File: src/verilog/pocd_defines.svh
// Purpose: Offsets, field positions and reset values for the port protection block.
// Assumes: 8-bit register port, registers at byte offsets.
// Notes:   Definitions only.
`ifndef POCD_DEFINES_SVH
`define POCD_DEFINES_SVH

`define POCD_ADDR_W        4
`define POCD_DATA_W        8
`define POCD_OFF_CTRL      4'h0
`define POCD_OFF_DRIVE     4'h1
`define POCD_OFF_OC_EN     4'h2
`define POCD_OFF_OC_FLAG   4'h3
`define POCD_OFF_OC_IRQEN  4'h4
`define POCD_OFF_HV_CTRL   4'h5
`define POCD_OFF_HV_LEVEL  4'h6
`define POCD_OFF_HV_FLAG   4'h7
`define POCD_OFF_HV_IRQEN  4'h8
`define POCD_NUM_PINS      4
`define POCD_CTRL_RST      8'h00
`define POCD_DRIVE_RST     4'h0
`define POCD_OC_EN_RST     4'h0
`define POCD_OC_IRQEN_RST  4'h0
`define POCD_HV_CTRL_RST   8'h00
`define POCD_HV_IRQEN_RST  1'h0
`define POCD_HV_AEN_BIT    0
`define POCD_HV_DIR_BIT    1
`define POCD_HV_PS_BIT     2
`define POCD_HV_FORCE_BIT  3
`define POCD_HV_DIEN_BIT   4

`endif

File: src/verilog/pocd_pkg.sv
// Purpose: Types shared by the port protection block.
// Assumes: Header pocd_defines.svh supplies the constants.
// Notes:   Pin 0 is the switched supply pin, pins 1 to 3 the switched ground pins.
`include "pocd_defines.svh"

package pocd_pkg;

	typedef struct packed {
		logic [`POCD_ADDR_W-1:0] addr;
		logic [`POCD_DATA_W-1:0] wdata;
		logic                    wr;
		logic                    rd;
	} pocd_bus_s;

	typedef struct packed {
		logic aen;
		logic dir;
		logic pull_sel;
		logic buf_force;
		logic dien;
	} pocd_hv_cfg_s;

	typedef enum logic [1:0] {
		POCD_MODE_RUN,
		POCD_MODE_WAIT,
		POCD_MODE_STOP
	} pocd_mode_e;

endpackage : pocd_pkg

File: src/verilog/pocd_sync.sv
// Purpose: Two-flop synchroniser for a group of levels.
// Assumes: Inputs are asynchronous to clock_i.
// Notes:   Only the second stage is visible outside.
`timescale 1ns/10ps

module pocd_sync #(
	parameter int WIDTH = 1
) (
	// Clock and reset.
	input  wire logic             clock_i,
	input  wire logic             rstn_i,
	input  wire logic             clk_en_i,
	// Data.
	input  wire logic [WIDTH-1:0] async_i,
	output logic      [WIDTH-1:0] sync_o
);

	logic [WIDTH-1:0] stage1;

	always_ff @(posedge clock_i or negedge rstn_i) begin
		if (!rstn_i) begin
			stage1 <= '0;
			sync_o <= '0;
		end else if (clk_en_i) begin
			stage1 <= async_i;
			sync_o <= stage1;
		end
	end

endmodule : pocd_sync

File: src/verilog/pocd_hv_input.sv
// Purpose: Buffer enable and pull selection of the high-voltage input.
// Assumes: Configuration comes from the register file.
// Notes:   Combinational; the level is synchronised by the caller.
`timescale 1ns/10ps

module pocd_hv_input (
	// Configuration.
	input  pocd_pkg::pocd_hv_cfg_s cfg_i,
	input  pocd_pkg::pocd_mode_e   mode_i,
	// Analog controls towards the pad.
	output logic                   pullup_en_o,
	output logic                   pulldown_en_o,
	output logic                   buf_en_o
);
	import pocd_pkg::*;

	always_comb begin
		pullup_en_o   = cfg_i.pull_sel;  // RULE10
		pulldown_en_o = !cfg_i.pull_sel; // RULE10
		if (mode_i == POCD_MODE_STOP) begin
			buf_en_o = cfg_i.dien;
		end else if (cfg_i.aen) begin
			buf_en_o = cfg_i.buf_force && !cfg_i.dir; // RULE15 RULE11
		end else begin
			buf_en_o = cfg_i.dien;
		end
	end

endmodule : pocd_hv_input

File: src/verilog/pocd_top.sv
// Purpose: Over-current protection for four switched pins and open-input check on the
//          high-voltage input, with a byte-wide register port and one interrupt.
// Assumes: Pin and mode inputs synchronous except the monitor trip lines.
// Notes:   Pin 0 sources (switched supply), pins 1 to 3 sink (switched grounds).
// Notes on behaviour
// RULE1: A monitor is powered only while its enable bit is set.
// RULE2: Monitors are off in stop mode.
// RULE3: Detection applies only to outputs at full drive.
// RULE4: Supply pin is protected only while driving high.
// RULE5: Supply pin trip in run mode forces it low and sets its flag.
// RULE6: Events are taken only in run mode from the comparator indication.
// RULE7: Ground pins protect while driving low and are forced high.
// RULE8: Software drives the supply pin low before stop mode.
// RULE9: Software starts the check with analog on and direct mode off.
// RULE10: Pull select one picks the pullup, zero the divider pulldown.
// RULE11: Override in analog non-direct mode keeps the input buffer on; in stop mode the code follows the dien bit instead.
// RULE12: Pullup and forced buffer: external pulldown reads 0, open reads 1.
// RULE13: Pulldown and forced buffer: external pullup reads 1, open reads 0.
// RULE14: Software clears the override after the check.
// RULE15: Analog mode turns the buffer off unless override set, direct clear; in stop mode the code follows the dien bit instead.
// RULE16: Input level register returns the synchronised pin state.
// RULE17: Set flag with its enable bit raises the interrupt.
// RULE18: Safe level holds while the flag is set.
// RULE19: Trip indications pass a two-flop synchroniser first.
`timescale 1ns/10ps
`include "pocd_defines.svh"

module pocd_top (
	// Clock and reset.
	input  wire logic                        clock_i,
	input  wire logic                        rstn_i,
	input  wire logic                        clk_en_i,
	// Register port.
	input  pocd_pkg::pocd_bus_s              bus_i,
	output logic            [`POCD_DATA_W-1:0] rdata_o,
	// Power mode.
	input  pocd_pkg::pocd_mode_e             mode_i,
	// Protected pins.
	input  wire logic [`POCD_NUM_PINS-1:0]   pin_data_i,
	input  wire logic [`POCD_NUM_PINS-1:0]   pin_dir_out_i,
	input  wire logic [`POCD_NUM_PINS-1:0]   oc_trip_i,
	output logic      [`POCD_NUM_PINS-1:0]   pin_o,
	output logic      [`POCD_NUM_PINS-1:0]   pin_oe_o,
	output logic      [`POCD_NUM_PINS-1:0]   overcurrent_monitor_power_o,
	// High-voltage input.
	input  wire logic                        hv_input_i,
	output logic                             hv_pullup_en_o,
	output logic                             hv_pulldown_en_o,
	output logic                             hv_buf_en_o,
	// Interrupt.
	output logic                             irq_o
);
	import pocd_pkg::*;

	localparam int N = `POCD_NUM_PINS;

	// ==========================================================
	// Registers
	// ==========================================================
	logic [N-1:0]        full_drive;
	logic [N-1:0]        overcurrent_monitor_enable;
	logic [N-1:0]        overcurrent_flag;
	logic [N-1:0]        overcurrent_irq_enable;
	logic [7:0]          hv_analog_control;
	logic                hv_flag;
	logic                hv_irq_enable;
	logic [N-1:0]        trip_sync;
	logic                hv_input_level;
	logic                hv_level_d;
	logic [N-1:0]        oc_event;
	logic [N-1:0]        active_dir;
	pocd_hv_cfg_s        hv_cfg;

	function automatic logic hit(input logic [`POCD_ADDR_W-1:0] off);
		hit = (bus_i.addr == off);
	endfunction : hit

	always_ff @(posedge clock_i or negedge rstn_i) begin
		if (!rstn_i) begin
			full_drive                 <= `POCD_DRIVE_RST;
			overcurrent_monitor_enable <= `POCD_OC_EN_RST;
			overcurrent_irq_enable     <= `POCD_OC_IRQEN_RST;
			hv_analog_control          <= `POCD_HV_CTRL_RST;
			hv_irq_enable              <= `POCD_HV_IRQEN_RST;
		end else if (clk_en_i && bus_i.wr) begin
			if (hit(`POCD_OFF_DRIVE))
				full_drive <= bus_i.wdata[N-1:0];
			if (hit(`POCD_OFF_OC_EN))
				overcurrent_monitor_enable <= bus_i.wdata[N-1:0];
			if (hit(`POCD_OFF_OC_IRQEN))
				overcurrent_irq_enable <= bus_i.wdata[N-1:0];
			if (hit(`POCD_OFF_HV_CTRL))
				hv_analog_control <= bus_i.wdata;
			if (hit(`POCD_OFF_HV_IRQEN))
				hv_irq_enable <= bus_i.wdata[0];
		end
	end

	assign hv_cfg.aen       = hv_analog_control[`POCD_HV_AEN_BIT];
	assign hv_cfg.dir       = hv_analog_control[`POCD_HV_DIR_BIT];
	assign hv_cfg.pull_sel  = hv_analog_control[`POCD_HV_PS_BIT];
	assign hv_cfg.buf_force = hv_analog_control[`POCD_HV_FORCE_BIT];
	assign hv_cfg.dien      = hv_analog_control[`POCD_HV_DIEN_BIT];

	// ==========================================================
	// Over-current detection
	// ==========================================================
	pocd_sync #(
		.WIDTH (N)
	) u_trip_sync (
		.clock_i  (clock_i),
		.rstn_i   (rstn_i),
		.clk_en_i (clk_en_i),
		.async_i  (oc_trip_i),
		.sync_o   (trip_sync) // RULE19
	);

	// Pin 0 sources current when high; the grounds sink when low.
	assign active_dir = {~pin_data_i[N-1:1], pin_data_i[0]}; // RULE4 RULE7

	genvar g;
	generate
		for (g = 0; g < N; g++) begin : g_pin
			// Monitor powered only when enabled and out of stop; full drive gates only the event.
			assign overcurrent_monitor_power_o[g] = overcurrent_monitor_enable[g]
				&& (mode_i != POCD_MODE_STOP); // RULE1 RULE2
			assign oc_event[g] = overcurrent_monitor_power_o[g]
				&& (mode_i == POCD_MODE_RUN) // RULE6
				&& pin_dir_out_i[g] && full_drive[g] // RULE3
				&& active_dir[g] && trip_sync[g]; // RULE4 RULE7

			// Flag set wins over a clear in the same cycle.
			always_ff @(posedge clock_i or negedge rstn_i) begin
				if (!rstn_i) begin
					overcurrent_flag[g] <= 1'b0;
				end else if (clk_en_i) begin
					if (oc_event[g])
						overcurrent_flag[g] <= 1'b1; // RULE5 RULE7
					else if (bus_i.wr && hit(`POCD_OFF_OC_FLAG) && bus_i.wdata[g])
						overcurrent_flag[g] <= 1'b0; // RULE18
				end
			end

			// Safe level: supply forced low, grounds forced high.
			always_comb begin
				pin_oe_o[g] = pin_dir_out_i[g];
				if (overcurrent_flag[g] || oc_event[g])
					pin_o[g] = (g != 0); // RULE5 RULE7 RULE18
				else
					pin_o[g] = pin_data_i[g];
			end

			a_flag_forces_safe : assert property (@(posedge clock_i) disable iff (!rstn_i)
				overcurrent_flag[g] |-> (pin_o[g] == (g != 0))) // RULE18
				else $error("pin not at safe level while flag set");
			a_no_trip_in_stop : assert property (@(posedge clock_i) disable iff (!rstn_i)
				(mode_i == POCD_MODE_STOP) |-> !oc_event[g]) // RULE2
				else $error("over-current event taken in stop mode");
			a_event_sets_flag : assert property (@(posedge clock_i) disable iff (!rstn_i)
				(clk_en_i && oc_event[g]) |=> overcurrent_flag[g]) // RULE5
				else $error("flag not set after over-current event");
			a_disabled_monitor : assert property (@(posedge clock_i) disable iff (!rstn_i)
				!overcurrent_monitor_enable[g] |-> !oc_event[g]) // RULE1
				else $error("event from a disabled monitor");
			a_reduced_drive : assert property (@(posedge clock_i) disable iff (!rstn_i)
				!full_drive[g] |-> !oc_event[g]) // RULE3
				else $error("event at reduced drive");
			a_trip_synced : assert property (@(posedge clock_i) disable iff (!rstn_i)
				oc_event[g] |-> $past(oc_trip_i[g], 2)) // RULE19
				else $error("event without synchronised trip");
		end
	endgenerate

	a_supply_dir_only : assert property (@(posedge clock_i) disable iff (!rstn_i)
		!pin_data_i[0] |-> !oc_event[0]) // RULE4
		else $error("supply pin event while driving low");
	a_ground_dir_only : assert property (@(posedge clock_i) disable iff (!rstn_i)
		pin_data_i[1] |-> !oc_event[1]) // RULE7
		else $error("ground pin event while driving high");

	// ==========================================================
	// High-voltage input
	// ==========================================================
	pocd_hv_input u_hv (
		.cfg_i         (hv_cfg),
		.mode_i        (mode_i),
		.pullup_en_o   (hv_pullup_en_o),
		.pulldown_en_o (hv_pulldown_en_o),
		.buf_en_o      (hv_buf_en_o)
	);

	// Pad level holds its internal pull when open; the buffer gates it to zero when off.
	always_ff @(posedge clock_i or negedge rstn_i) begin
		if (!rstn_i) begin
			hv_input_level <= 1'b0;
			hv_level_d     <= 1'b0;
		end else if (clk_en_i) begin
			hv_input_level <= hv_input_i && hv_buf_en_o; // RULE16 RULE12 RULE13
			hv_level_d     <= hv_input_level;
		end
	end

	always_ff @(posedge clock_i or negedge rstn_i) begin
		if (!rstn_i) begin
			hv_flag <= 1'b0;
		end else if (clk_en_i) begin
			if (hv_input_level != hv_level_d)
				hv_flag <= 1'b1;
			else if (bus_i.wr && hit(`POCD_OFF_HV_FLAG) && bus_i.wdata[0])
				hv_flag <= 1'b0;
		end
	end

	a_buf_override : assert property (@(posedge clock_i) disable iff (!rstn_i)
		(mode_i == POCD_MODE_RUN && hv_cfg.aen) |->
			(hv_buf_en_o == (hv_cfg.buf_force && !hv_cfg.dir))) // RULE15
		else $error("analog buffer enable wrong");
	a_pull_select : assert property (@(posedge clock_i) disable iff (!rstn_i)
		(hv_pullup_en_o == hv_analog_control[`POCD_HV_PS_BIT])
			&& (hv_pullup_en_o != hv_pulldown_en_o)) // RULE10
		else $error("pullup and pulldown both or neither");

	// ==========================================================
	// Interrupt and read port
	// ==========================================================
	assign irq_o = |(overcurrent_flag & overcurrent_irq_enable)
		|| (hv_flag && hv_irq_enable); // RULE17

	a_irq_follows : assert property (@(posedge clock_i) disable iff (!rstn_i)
		|(overcurrent_flag & overcurrent_irq_enable) |-> irq_o) // RULE17
		else $error("interrupt missing for enabled flag");

	always_ff @(posedge clock_i or negedge rstn_i) begin
		if (!rstn_i) begin
			rdata_o <= '0;
		end else if (clk_en_i) begin
			rdata_o <= '0;
			if (bus_i.rd) begin
				unique case (bus_i.addr)
					`POCD_OFF_DRIVE:     rdata_o <= {4'h0, full_drive};
					`POCD_OFF_OC_EN:     rdata_o <= {4'h0, overcurrent_monitor_enable};
					`POCD_OFF_OC_FLAG:   rdata_o <= {4'h0, overcurrent_flag};
					`POCD_OFF_OC_IRQEN:  rdata_o <= {4'h0, overcurrent_irq_enable};
					`POCD_OFF_HV_CTRL:   rdata_o <= hv_analog_control;
					`POCD_OFF_HV_LEVEL:  rdata_o <= {7'h00, hv_input_level}; // RULE16
					`POCD_OFF_HV_FLAG:   rdata_o <= {7'h00, hv_flag};
					`POCD_OFF_HV_IRQEN:  rdata_o <= {7'h00, hv_irq_enable};
					default:             rdata_o <= '0;
				endcase
			end
		end
	end

endmodule : pocd_top

File: config.mk
export PLATFORM = sky130hd
export DESIGN_NAME = pocd_top
export DESIGN_NICKNAME = d
export VERILOG_FILES = /design/src/verilog/pocd_pkg.sv /design/src/verilog/pocd_sync.sv /design/src/verilog/pocd_hv_input.sv /design/src/verilog/pocd_top.sv
export VERILOG_INCLUDE_DIRS = /design/src /design/src/verilog
export SDC_FILE = /design/constraint.sdc
export NUM_CORES = 1
export LEC_CHECK = 0
export BUFFER_PORTS_ARGS = -buffer_cell sky130_fd_sc_hd__clkbuf_2
export CORE_UTILIZATION = 55
export CTS_BUF_LIST = sky130_fd_sc_hd__clkbuf_8
export DETAILED_ROUTE_END_ITERATION = 6
export GPL_TIMING_DRIVEN = 0
export PLACE_DENSITY = 0.94
export SLEW_MARGIN = 15
export SYNTH_ARGS = -nofsm -noshare
export SYNTH_HDL_FRONTEND = slang
export SYNTH_HIERARCHICAL = 1
export SYNTH_SLANG_ARGS = --single-unit
export TNS_END_PERCENT = 1
File: constraint.sdc
create_clock -name clock_i -period 1.9 [get_ports clock_i]
set_input_delay 0.285 -clock clock_i [delete_from_list [all_inputs] [get_ports clock_i]]
set_output_delay 0.285 -clock clock_i [all_outputs]
set_load 0.05 [all_outputs]
* Yosys cells after proc, flatten, opt, wreduce, memory -nomap -nowiden
Index checks and enable logic that the tools add are counted.
Word-level totals: register bits after elaboration 44, input port bits 32, output and inout bits 24, word-level logic and storage cells 105
Operators by class: equality and inequality tests 11, multiplexer cells 18, bitwise gates (word level) 2, reductions and logical operators 59
Operators by type and width (number):
- $pmux 8 s8 | 1
- $logic_and 1x1->1 | 35
- $reduce_and 2->1 | 10
- $eq 4x3->1 const B | 4
- $mux 1 | 16
- $reduce_bool 2->1 | 5
- $eq 4x2->1 const B | 2
- $mux 8 | 1
- $logic_or 1x1->1 | 5
- $and 4x4->4 | 1
- $eq 4x1->1 const B | 1
- $eq 4x4->1 const B | 1
- $reduce_or 4->1 | 1
- $not 3->3 | 1
- $eq 2x2->1 const B | 1
- $logic_not 1->1 | 2
- $logic_not 2->1 | 1
- $ne 2x2->1 const B | 1
- $ne 1x1->1 | 1

* Logic depth before layout (Yosys ltp)
Gate-level depths: netlist of run 1.
word-level depth 9, gate-level depth with buffers 5, gate-level depth less buffers 5

* By module
Netlist of run 1, hierarchy kept.
Modules (own cells, without submodules):
- pocd_top | times used 1, cells an instance 167, area an instance 1910.6 µm², sequential area each 900.9 µm²
- pocd_sync | times used 1, cells an instance 17, area an instance 331.6 µm², sequential area each 200.2 µm²
- pocd_hv_input | times used 1, cells an instance 6, area an instance 45.0 µm², sequential area each 0.0 µm²

* Worst setup path after synthesis of run 1
Ideal clock, no wire load.
path kind reg2out, start register overcurrent_monitor_enable[0], end output pin_o[0], arrival 1637 ps, required time 1615 ps, setup slack -22 ps, stages on the path, launching flop included 4, path buffers 0, path through dfrtp_1 nand3_1 nor2_1 nor3b_1
Between the ends: cells in the longest elaborated chain, start to end 8
Ends and longest elaborated chain:
- from (decl) | line pocd_top.sv:61 | logic [N-1:0] overcurrent_monitor_enable;
- from (signal assigned) | line pocd_top.sv:81 | overcurrent_monitor_enable <= `POCD_OC_EN_RST;
- from (signal assigned) | line pocd_top.sv:89 | overcurrent_monitor_enable <= bus_i.wdata[N-1:0];
- $logic_and 1x1->1 | line pocd_top.sv:126 | && (mode_i != POCD_MODE_STOP);
- $logic_and 1x1->1 | line pocd_top.sv:128 | && (mode_i == POCD_MODE_RUN)
- $logic_and 1x1->1 (2 in a row) | line pocd_top.sv:129 | && pin_dir_out_i[g] && full_drive[g]
- $logic_and 1x1->1 (2 in a row) | line pocd_top.sv:130 | && active_dir[g] && trip_sync[g];
- $logic_or 1x1->1 | line pocd_top.sv:147 | if (overcurrent_flag[g] || oc_event[g])
- $mux 1 | line pocd_top.sv:147
- to (decl) | line pocd_top.sv:42 | output logic [`POCD_NUM_PINS-1:0] pin_o,
Every way passes these cells.

* Worst setup path after layout of run 1
start register overcurrent_monitor_enable[2], end output pin_o[2]
The elaborated chain is that of the path after synthesis.

==> metrics.md, run 1 <==
| Metric | Value |
|---|---|
| Post-Route WL | 5150 um |
| Cell-by-cell listing of the critical path | nand3_1 -> nor4bb_4 -> or3_1 -> clkbuf_4 |
| Maximum number of pins on one net before global-route repair | 45 |
| Final Instance Area | 2780 um^2 |
| Fmax | 554 MHz |
| Register bit count reported by yosys | 44 |
| Overflow after GRT | 0 |
| Initial Util | 0.572 |
| Row cnt | 23 |
| DRC errors left | 0 |
| WHS | 0.110 ns |
| Busiest grt layer | met2 |
| Share of Yosys cell area claimed by the top area cell type | 0.481 |
| Vias in the first global route | 1,705 |
| I/O pin count | 56 |
| Mapped Area | 2290 um^2 |
| Via count | 1,766 |
| Post-CTS sizing | 1 |
| Final min period | 1.81 ns |
| Initial drt markers | 108 |
| Clock skew | 0.00788 ns |
| Worst Path Max Fanout | 4 |
| EDFF count, synth | 0 |
| Hold Path Class | input port to async pin |
| Synth Flop Type | dfrtp_1 |
| Grt met1 use | 0.316 |
| Synth area leader | dfrtp_1 |
| H-tree depth | 2 |
| Vias per inst | 5.83 |
| Post-Place Cell Area | 2630 um^2 |
| N_diodes | 0 |
| Maximum VDD drop | 0.000630 V |
| Post-synthesis sequential area ratio | 0.481 |
| Mapped Cells | 190 |
| Core Box Area | 4000 um^2 |
| Root Driver | clkbuf_8 |
| CP endpoint kind | output pin |
| Met3 Usage GRT | 0.0719 |
| Clock buffer depth | 2 |
| Syn Nets | 222 |
| Routing usage on met2 | 0.413 |
| MaxCap Viol Count | 0 |
| Status | finished clean |
| Fill cell count | 267 |
| Leak | 1.34 nW |
| Hpwl dp | 3790 um |
| Worst skew pair latency | 0.31 ns |
| Worst EP arrival | 1.52 ns |
| RSZ-0062 raised after global routing | no |
| Synth cell types | 50 |
| TritonCTS clock tree | yes |
| Worst setup margin | 0.0950 ns |
| Max_slew headroom | 0.375 |
| Final core occ | 0.695 |
| Worst Path Class, Setup | flop to output pin |
| Commonest non-fill, non-tap cells in the layout | 52 x clkbuf_2, 44 x dfrtp_1, 21 x mux2_2 |
| Tcrit/Tclk final | 0.950 |
| Cts hold-fix bufs | 0 |
| Max-slew violations | 0 |
| Setup-failing EPs final | 0 |
| Final ANT Viol Nets | 0 |
| Die width | 66.5 um |
| Synthesis-to-layout area growth | 21.6% |
| Layout cells sized above 1 | 0.451 |
| Die Area | 4420 um^2 |
| Port Buffers | 55 |
| Slowest library cell on the worst path | dfrtp_1 |
| Pre-CTS setup slack | -0.0574 ns |
| Tightest Pin Transition | 0.937 ns |
| Most common cell after layout, fill and taps aside | clkbuf_2 |
| CP peak stage delay | 0.39 ns |
| Pwr dens | 923 nW/um^2 |
| CP Data Required Time | 1.62 ns |
| Non-filler cells in the finished layout | 303 |
| Placed cell count | 295 |
| Setup crit start kind | flop |
| Ys async rst share | 1.00 |
| Die height | 66.5 um |
| Final Hold Viols | 0 |
| Total clock sinks | 44 |
| Yosys warns | 6 |
| Clk slew on worst S/H paths | 0.09 ns |
| Drt pass-1 iters | 5 |
| Routed len/inst | 17.0 um |
| First-pass GRT wire length | 8100 um |
| TritonCTS Buffers | 5 |
| Global Route Usage Sum | 0.253 |
| Fin nets | 284 |
| Initial antenna violation count | 0 |
| Top cells by area, synth | dfrtp_1 48%, mux2_2 10%, mux2_4 5.9% |
| Post-synthesis area per instance | 12.0 um^2 |
| Final RePlAce weighted congestion | 0.939 |
| Setup Fix Bufs, Post-CTS | 0 |
area by class of cell:
type,count,area [um^2],area share
Buffer,12,85.1,0.0306
Clock buffer,6,82.6,0.0297
Clock inverter,2,38.8,0.0140
Inverter,10,37.5,0.0135
Multi-Input combinational cell,124,1090,0.393
Sequential cell,44,1100,0.396
Tap cell,50,62.6,0.0225
Timing Repair Buffer,55,280,0.101
cell usage after synthesis (2+ instances only):
library cell	number
o21ai_0	5
mux2_4	9
o2bb2ai_1	2
buf_2	2
o221ai_1	2
nor4bb_1	2
a22oi_1	5
nor3_1	2
mux2i_1	3
mux2_2	21
buf_6	2
nand3_1	6
nand2b_1	3
and2_1	4
a22o_1	4
and2b_1	3
mux2_1	4
or3_1	2
buf_4	6
clkbuf_1	2
nand4_1	2
nand3b_1	3
dfrtp_1	44
and3_1	2
inv_1	10
nand2_1	11
nor2_1	5
or4_1	2
logic make-up (layout without fill, tap and decap cells):
kind of cell	after synthesis	in the layout	synth area share
DFF	44	44	0.481
AOI/OAI and AO/OA	27	27	0.0903
xor gates and xnor gates	2	2	0.00766
muxes	37	37	0.195
buffers and inverters	22	85	0.0536
and+or+nand+nor	58	58	0.172
path summary, 6_finish.rpt:
check	endpoint	slack (ns)	start	cells after the start
worst max register to register	rdata_o[0]	0.68	hv_input_level	4
max in group asynchronous	overcurrent_flag[2]	1.20	rstn_i	1
worst max-delay path	pin_o[2]	0.09	overcurrent_monitor_enable[2]	4
worst min-delay path	rdata_o[7]	0.11	rstn_i	1
worst min register to register	rdata_o[6]	0.49	hv_analog_control[6]	2
min in group clock_i	hv_analog_control[7]	0.20	bus_i[9]	2
critical path: cells and delay by family, from the launching register on:
family                 cells  cell delay [ns]
and+or+nand+nor            3             0.60
buffers and inverters      1             0.22
DFF                        1             0.39
flip-flops by register name, summed over array words and instances, names as in the netlist:
signal	cells
overcurrent_irq_enable	4
rdata_o	8
full_drive	4
hv_flag	1
hv_level_d	1
u_trip_sync/sync_o	4
overcurrent_monitor_enable	4
overcurrent_flag	4
hv_analog_control	8
u_trip_sync/stage1	4
hv_irq_enable	1
hv_input_level	1
stage by stage:
stage               power (mW)  TNS (ns)
floorplan                 1.61         0
global placement          1.77   -0.0107
detailed placement        1.80   -0.0623
CTS                       2.56         0
global route              2.65         0
finish                    2.57         0
metal layers:
layer	share of wire	routed length [um]	up-vias
li1	-	-	814
met1	0.41	2120	877
met2	0.51	2620	65
met3	0.056	290	10
met4	0.023	119	0
met5	0	0	-
power by group:
group,internal [mW],leakage [nW],switching [mW],total [mW]
clock network,0.430,0.0614,0.343,0.773
registers,1.07,0.566,0.112,1.18
logic,0.256,0.713,0.361,0.617
(Power assumes the default switching activity.)
==> inputs of run 2 (changes only) <==
--- a/config.mk
+++ b/config.mk
@@ -7,11 +7,13 @@
 export NUM_CORES = 1
 export LEC_CHECK = 0
 export BUFFER_PORTS_ARGS = -buffer_cell sky130_fd_sc_hd__clkbuf_2
-export CORE_UTILIZATION = 55
+export CELL_PAD_IN_SITES_DETAIL_PLACEMENT = 2
+export CELL_PAD_IN_SITES_GLOBAL_PLACEMENT = 2
+export CORE_UTILIZATION = 38
 export CTS_BUF_LIST = sky130_fd_sc_hd__clkbuf_8
 export DETAILED_ROUTE_END_ITERATION = 6
 export GPL_TIMING_DRIVEN = 0
-export PLACE_DENSITY = 0.94
+export PLACE_DENSITY = 0.95
 export SLEW_MARGIN = 15
 export SYNTH_ARGS = -nofsm -noshare
 export SYNTH_HDL_FRONTEND = slang
==> metrics.md, run 2 (synthesis gave the netlist of run 1 again) <==
| Metric | Value |
|---|---|
| Max-slew violations | 0 (unchanged) |
| Row cnt | 27 (+17%) |
| Core Box Area | 5640 um^2 (+41%) |
| Clock buffer depth | 2 (unchanged) |
| Final ANT Viol Nets | 0 (unchanged) |
| Reg2Reg Launch Point | overcurrent_irq_enable[0] |
| Largest registers | hv_analog_control x8, rdata_o x8 |
| Via count | 1,843 (+4.4%) |
| Worst Path Max Fanout | 4 (unchanged) |
| First-pass GRT wire length | 11,800 um (+45%) |
| Initial antenna violation count | 0 (unchanged) |
| Vias in the first global route | 2,115 (+24%) |
| Worst setup margin | 0.0343 ns (-0.0606 ns) |
| Final TNS setup | 0 ns (unchanged) |
| Routed len/inst | 23.8 um (+40%) |
| Worst reg2reg path depth | 4 (unchanged) |
| Setup-failing EPs final | 0 (unchanged) |
| Die width | 79.6 um (+20%) |
| Synthesis-to-layout area growth | 23.2% |
| Fmax | 536 MHz (-3.2%) |
| Met3 wire len | 257 um (-11%) |
| Setup crit start kind | flop |
| TritonCTS clock tree | yes |
| Hpwl dp | 5210 um (+37%) |
| Worst skew pair latency | 0.31 ns (about the same) |
| CP Data Required Time | 1.62 ns (about the same) |
| Endpoint of the worst register-to-register path | rdata_o[0] |
| Clk slew on worst S/H paths | 0.09 ns (about the same) |
| Most common cell after layout, fill and taps aside | clkbuf_2 |
| Hold Path Class | input port to async pin |
| Clock skew | 0.00307 ns (-0.00481 ns) |
| R2r setup slk | 0.55 ns (-0.13 ns) |
| Final Instance Area | 2820 um^2 (+1.3%) |
| Die Area | 6330 um^2 (+43%) |
| Top sig layer | met4 |
| Post-Route WL | 7770 um (+51%) |
| Drt pass-1 iters | 4 (-1) |
| Tightest Pin Transition | 1.04 ns (+0.101 ns) |
| Final RePlAce weighted congestion | 0.836 (-11%) |
| Final Hold Viols | 0 (unchanged) |
| MaxCap Viol Count | 0 (unchanged) |
| Pre-CTS setup slack | -0.286 ns (-0.228 ns) |
| Tot Pwr | 2.64 mW (+2.7%) |
| Initial drt markers | 122 (+13%) |
| Met2 wire len | 4270 um (+63%) |
| Initial Util | 0.405 (-0.166) |
| Post-Place Cell Area | 2660 um^2 (+1.0%) |
| Root Driver | clkbuf_8 |
| Wl on met1 | 3080 um (+45%) |
| N_diodes | 0 (unchanged) |
| Die height | 79.6 um (+20%) |
| Layout cells sized above 1 | 0.453 (+0.00216) |
| Status | finished clean |
| Fin nets | 285 (+0.35%) |
| Global Route Usage Sum | 0.259 (+0.00625) |
| TritonCTS Buffers | 5 (unchanged) |
| Max_slew headroom | 0.308 (-0.0676) |
| H-tree depth | 2 (unchanged) |
| I/O pin count | 56 (unchanged) |
| Overflow after GRT | 0 (unchanged) |
| Tcrit/Tclk final | 0.982 (+0.0319) |
| Pwr dens | 935 nW/um^2 (+1.3%) |
| Worst EP arrival | 1.58 ns (+0.06 ns) |
| Total clock sinks | 44 (unchanged) |
| Leak | 1.35 nW (+0.42%) |
| DRC errors left | 0 (unchanged) |
| CP endpoint kind | output pin |
| Vias per inst | 5.65 (-3.0%) |
| Maximum VDD drop | 0.000776 V (+23%) |
| Worst Path Class, Setup | flop to output pin |
| Commonest non-fill, non-tap cells in the layout | 51 x clkbuf_2, 44 x dfrtp_1, 21 x mux2_2 |
| Port Buffers | 55 (unchanged) |
| Final min period | 1.87 ns (+0.0606 ns) |
| Maximum number of pins on one net before global-route repair | 45 (unchanged) |
run 2: changes by cell type in the layout (fill, tap and decap cells not counted):
cell	before	now
buf_2	3	5
buf_4	6	7
clkbuf_2	52	51
clkbuf_4	2	1
nor2_2	1	0
nor2_4	0	1
run 2: critical path: stages, from the launching register on:
cell and delay, ns:
dfrtp_1 0.40, nand3_1 0.10, nor4bb_2 0.34, or3_1 0.17
buf_2 0.26
run 2: per-layer routing:
metal | global-route usage | up-vias
met2 | 0.480 | 50
met4 | 0.0836 | 0
met3 | 0.0423 | 14
met5 | 0 | -
li1 | - | 809
met1 | 0.300 | 970
run 2: area by class of cell:
| cell class | count | area, um^2 |
|---|---|---|
| buffer | 12 | 85.1 |
| clock buffer | 6 | 82.6 |
| clock inverter | 2 | 38.8 |
| fill | 583 | 2820 |
| inverter | 10 | 37.5 |
| multi-input combinational | 124 | 1100 |
| sequential | 44 | 1100 |
| tap | 72 | 90.1 |
| timing repair buffer | 56 | 285 |
run 2: how the worst max path moves through the flow:
stage,start,endpoint,slack [ns]
floorplan,mode_i[1],pin_o[1],0.35
global placement,mode_i[1],pin_o[1],-0.12
detailed placement,mode_i[1],pin_o[1],-0.29
CTS,overcurrent_monitor_enable[1],pin_o[1],0.0002
global route,overcurrent_monitor_enable[1],pin_o[1],-0.05
finish,overcurrent_monitor_enable[2],pin_o[2],0.03
run 2: timing repair:
item	CTS	global route
gates resized for setup	4	5
hold buffers	0	0
endpoints found under the setup margin	2	3
setup buffers	0	1
run 2: per-stage QoR:
stage | utilization | hold WS [ns] | instances
CTS | 0.496 | 0.207 | 325
finish | 0.499 | 0.153 | 326
global placement | 0.471 | 0.460 | 317
floorplan | - | -0.0106 | 190
global route | 0.499 | 0.204 | 326
detailed placement | 0.471 | 0.484 | 317
run 2: power by group:
group | switching (mW) | internal (mW)
clock | 0.353 | 0.430
sequential | 0.125 | 1.07
combinational | 0.399 | 0.262
==> inputs of run 3 (changes only) <==
--- a/config.mk
+++ b/config.mk
@@ -9,7 +9,7 @@
 export BUFFER_PORTS_ARGS = -buffer_cell sky130_fd_sc_hd__clkbuf_2
 export CELL_PAD_IN_SITES_DETAIL_PLACEMENT = 2
 export CELL_PAD_IN_SITES_GLOBAL_PLACEMENT = 2
-export CORE_UTILIZATION = 38
+export CORE_UTILIZATION = 37
 export CTS_BUF_LIST = sky130_fd_sc_hd__clkbuf_8
 export DETAILED_ROUTE_END_ITERATION = 6
 export GPL_TIMING_DRIVEN = 0
@@ -17,6 +17,5 @@
 export SLEW_MARGIN = 15
 export SYNTH_ARGS = -nofsm -noshare
 export SYNTH_HDL_FRONTEND = slang
-export SYNTH_HIERARCHICAL = 1
 export SYNTH_SLANG_ARGS = --single-unit
 export TNS_END_PERCENT = 1
==> metrics.md, run 3 <==
| Metric | Value |
|---|---|
| Total clock sinks | 44 (unchanged) |
| Crit. Startpoint | overcurrent_monitor_enable[1] |
| Status | finished clean |
| Root Driver | clkbuf_8 |
| Setup-failing EPs final | 0 (unchanged) |
| CP endpoint | pin_o[1] |
| Worst skew pair latency | 0.30 ns (about the same) |
| Die width | 79.0 um (-0.68%) |
| Register bit count reported by yosys | 44 (unchanged) |
| Drt pass-1 iters | 4 (unchanged) |
| Global Route Usage Sum | 0.269 (+0.00973) |
| Tcrit/Tclk final | 0.982 (about the same) |
| Xor/xnor cell area share of the yosys netlist | 0.00798 (+0.000319) |
| Fill cell count | 605 (+3.8%) |
| Hold Path Class | input port to async pin |
| N_diodes | 0 (unchanged) |
| Ys async rst share | 1.00 (unchanged) |
| TritonCTS Buffers | 5 (unchanged) |
| CP Data Required Time | 1.62 ns (about the same) |
| Hpwl dp | 5340 um (+2.6%) |
| WHS | 0.163 ns (+0.00946 ns) |
| H-tree depth | 2 (unchanged) |
| Max-slew violations | 0 (unchanged) |
| Mapped Cells | 192 (+1.1%) |
| Post-Synth Adder-Cell Area | 0 (unchanged) |
| Layout cells sized above 1 | 0.450 (-0.00314) |
| TritonCTS clock tree | yes |
| CP endpoint kind | output pin |
| Max_slew headroom | 0.292 (-0.0152) |
| Vias per inst | 5.78 (+2.3%) |
| Post-synthesis mux area share | 0.177 (-0.0181) |
| Die Area | 6250 um^2 (-1.4%) |
| Synth cell types | 42 (-16%) |
| Main combinational cell family by area after synthesis | multiplexers |
| Final RePlAce weighted congestion | 0.873 (+4.5%) |
| Final Hold Viols | 0 (unchanged) |
| Final ANT Viol Nets | 0 (unchanged) |
| Routed len/inst | 25.3 um (+6.1%) |
| Synth area leader | dfrtp_1 |
| Initial drt markers | 115 (-5.7%) |
| Core Box Area | 5610 um^2 (-0.60%) |
| Worst Path Class, Setup | flop to output pin |
| RSZ-0062 raised after global routing | yes |
| First-pass GRT wire length | 12,200 um (+3.4%) |
| Worst reg2reg path depth | 4 (unchanged) |
| Footprint of the multi-input gates | 1020 um^2 (-7.1%) |
| Worst EP arrival | 1.58 ns (about the same) |
| Tightest Pin Transition | 1.06 ns (+0.0228 ns) |
| Cts hold-fix bufs | 0 (unchanged) |
| R2r setup slk | 0.20 ns (-0.35 ns) |
| Final TNS setup | 0 ns (unchanged) |
| Non-filler cells in the finished layout | 330 (+1.2%) |
| Reg2Reg Launch Point | overcurrent_flag[0] |
| Most common cell in the netlist | dfrtp_1 |
| Commonest non-fill, non-tap cells in the layout | 50 x clkbuf_2, 44 x dfrtp_1, 31 x mux2_2 |
| MaxCap Viol Count | 0 (unchanged) |
| Setup crit start kind | flop |
| Post-synthesis simple-gate area fraction | 0.161 (-0.0105) |
| Synth Flop Type | dfrtp_1 |
| Placed cell count | 318 (+0.32%) |
| I/O pin count | 56 (unchanged) |
| Largest registers | hv_analog_control x8, rdata_o x8 |
| Initial Util | 0.392 (-0.0138) |
| Top cells by area, synth | dfrtp_1 50%, mux2_2 16%, nand2_1 2.4% |
| Vias in the first global route | 2,143 (+1.3%) |
| Port Buffers | 54 (-1.8%) |
| Sequential cell area | 1100 um^2 (unchanged) |
| Final min period | 1.87 ns (+0.00108 ns) |
| Fin nets | 289 (+1.4%) |
| Most common library cells after synthesis | 44 x dfrtp_1, 31 x mux2_2, 14 x nand2_1 |
| Clk slew on worst S/H paths | 0.09 ns (about the same) |
| Fmax | 536 MHz (about the same) |
| Post-Route WL | 8340 um (+7.4%) |
| DRC errors left | 0 (unchanged) |
| Leak | 1.32 nW (-2.2%) |
| Maximum number of pins on one net before global-route repair | 45 (unchanged) |
| Mapped Area | 2200 um^2 (-4.0%) |
| Via count | 1,909 (+3.6%) |
| Die height | 79.0 um (-0.68%) |
| Clock buffer depth | 2 (unchanged) |
| Clock skew | 0.00282 ns (-0.000251 ns) |
| Initial antenna violation count | 0 (unchanged) |
| Yosys warns | 0 (-6) |
| Share of Yosys cell area claimed by the top area cell type | 0.501 (+0.0200) |
| Synth Area in Compound Gates | 0.103 (+0.0123) |
| Maximum VDD drop | 0.000529 V (-32%) |
| Row cnt | 27 (unchanged) |
| Most common cell after layout, fill and taps aside | clkbuf_2 |
| Worst Path Max Fanout | 4 (unchanged) |
| Endpoint of the worst register-to-register path | rdata_o[0] |
| Syn Nets | 224 (+0.90%) |
| EDFF count, synth | 0 (unchanged) |
| Post-synthesis sequential area ratio | 0.501 (+0.0200) |
| Pwr dens | 956 nW/um^2 (+2.2%) |
| Post-synthesis area per instance | 11.4 um^2 (-5.0%) |
| Overflow after GRT | 0 (unchanged) |
| Synthesis-to-layout area growth | 24.9% |
## run 3: cell count changes after synthesis, moves of 3 or more
cell      previous run  this run
nand2_1             11        14
a221oi_1             0         3
mux2_4               9         0
nor2_1               5         8
a22oi_1              5         1
mux2_2              21        31
o22ai_1              1         8
mux2_1               4         0
## run 3: area by class of cell
type / count / share of cell area
repair buffers: 58 / 0.115
flip-flops and latches: 44 / 0.401
multi-input cells: 127 / 0.372
inverters: 10 / 0.0137
plain buffers: 11 / 0.0260
clock inverters: 3 / 0.0141
clock buffers: 5 / 0.0251
well taps: 72 / 0.0328
## run 3: worst max-delay path: stages, from the launching register on
cell and delay (ns):
dfrtp_1 0.43, nand3_1 0.13, nor4bb_2 0.35, or3_1 0.16, clkbuf_4 0.22
## run 3: worst min-delay path by stage
| stage | start | depth (start not counted) | endpoint | slack [ns] |
|---|---|---|---|---|
| finish | rstn_i | 1 | u_trip_sync.sync_o[1] | 0.16 |
| global route | rstn_i | 1 | u_trip_sync.sync_o[1] | 0.21 |
| CTS | bus_i[7] | 2 | hv_analog_control[5] | 0.20 |
| detailed placement | u_trip_sync.sync_o[3] | 1 | u_trip_sync.sync_o[3] | 0.50 |
| global placement | u_trip_sync.sync_o[3] | 1 | u_trip_sync.sync_o[3] | 0.48 |
| floorplan | rstn_i | 0 | full_drive[0] | -0.01 |
## run 3: metrics by stage
stage / cell area [um^2] / total power [mW] / setup slack, ns / utilization
after floorplan: 2200 / 1.59 / 0.351 / -
after global placement: 2560 / 1.76 / 0.0450 / 0.457
after detailed placement: 2560 / 1.82 / -0.0606 / 0.457
after CTS: 2690 / 2.57 / 0.00865 / 0.479
after global routing: 2740 / 2.71 / -0.0373 / 0.489
final: 2740 / 2.62 / 0.0333 / 0.489
## run 3: repair_timing
item                       CTS  global route
setup endpoints to repair    2             3
buffers inserted             0             4
pin swaps                    0             3
gates resized for setup      4             9
## run 3: power breakdown
part | switching, mW | total [mW] | internal (mW)
sequential | 0.137 | 1.20 | 1.07
clock | 0.351 | 0.737 | 0.386
combinational | 0.417 | 0.683 | 0.266
## run 3: kinds of logic (layout without fill, tap and decap cells)
| logic type | count (synthesis) | count (layout) |
|---|---|---|
| compound gates | 29 | 29 |
| xor+xnor | 2 | 2 |
| buf+inv | 21 | 87 |
| flops | 44 | 44 |
| mux | 35 | 35 |
| simple gates | 61 | 61 |
## run 3: layer usage
layer	global-route usage	vias up	wire length, um
met2	0.461	58	4350
met1	0.335	1016	3440
met4	0.107	0	245
li1	-	818	-
met5	0	-	0
met3	0.0448	17	301
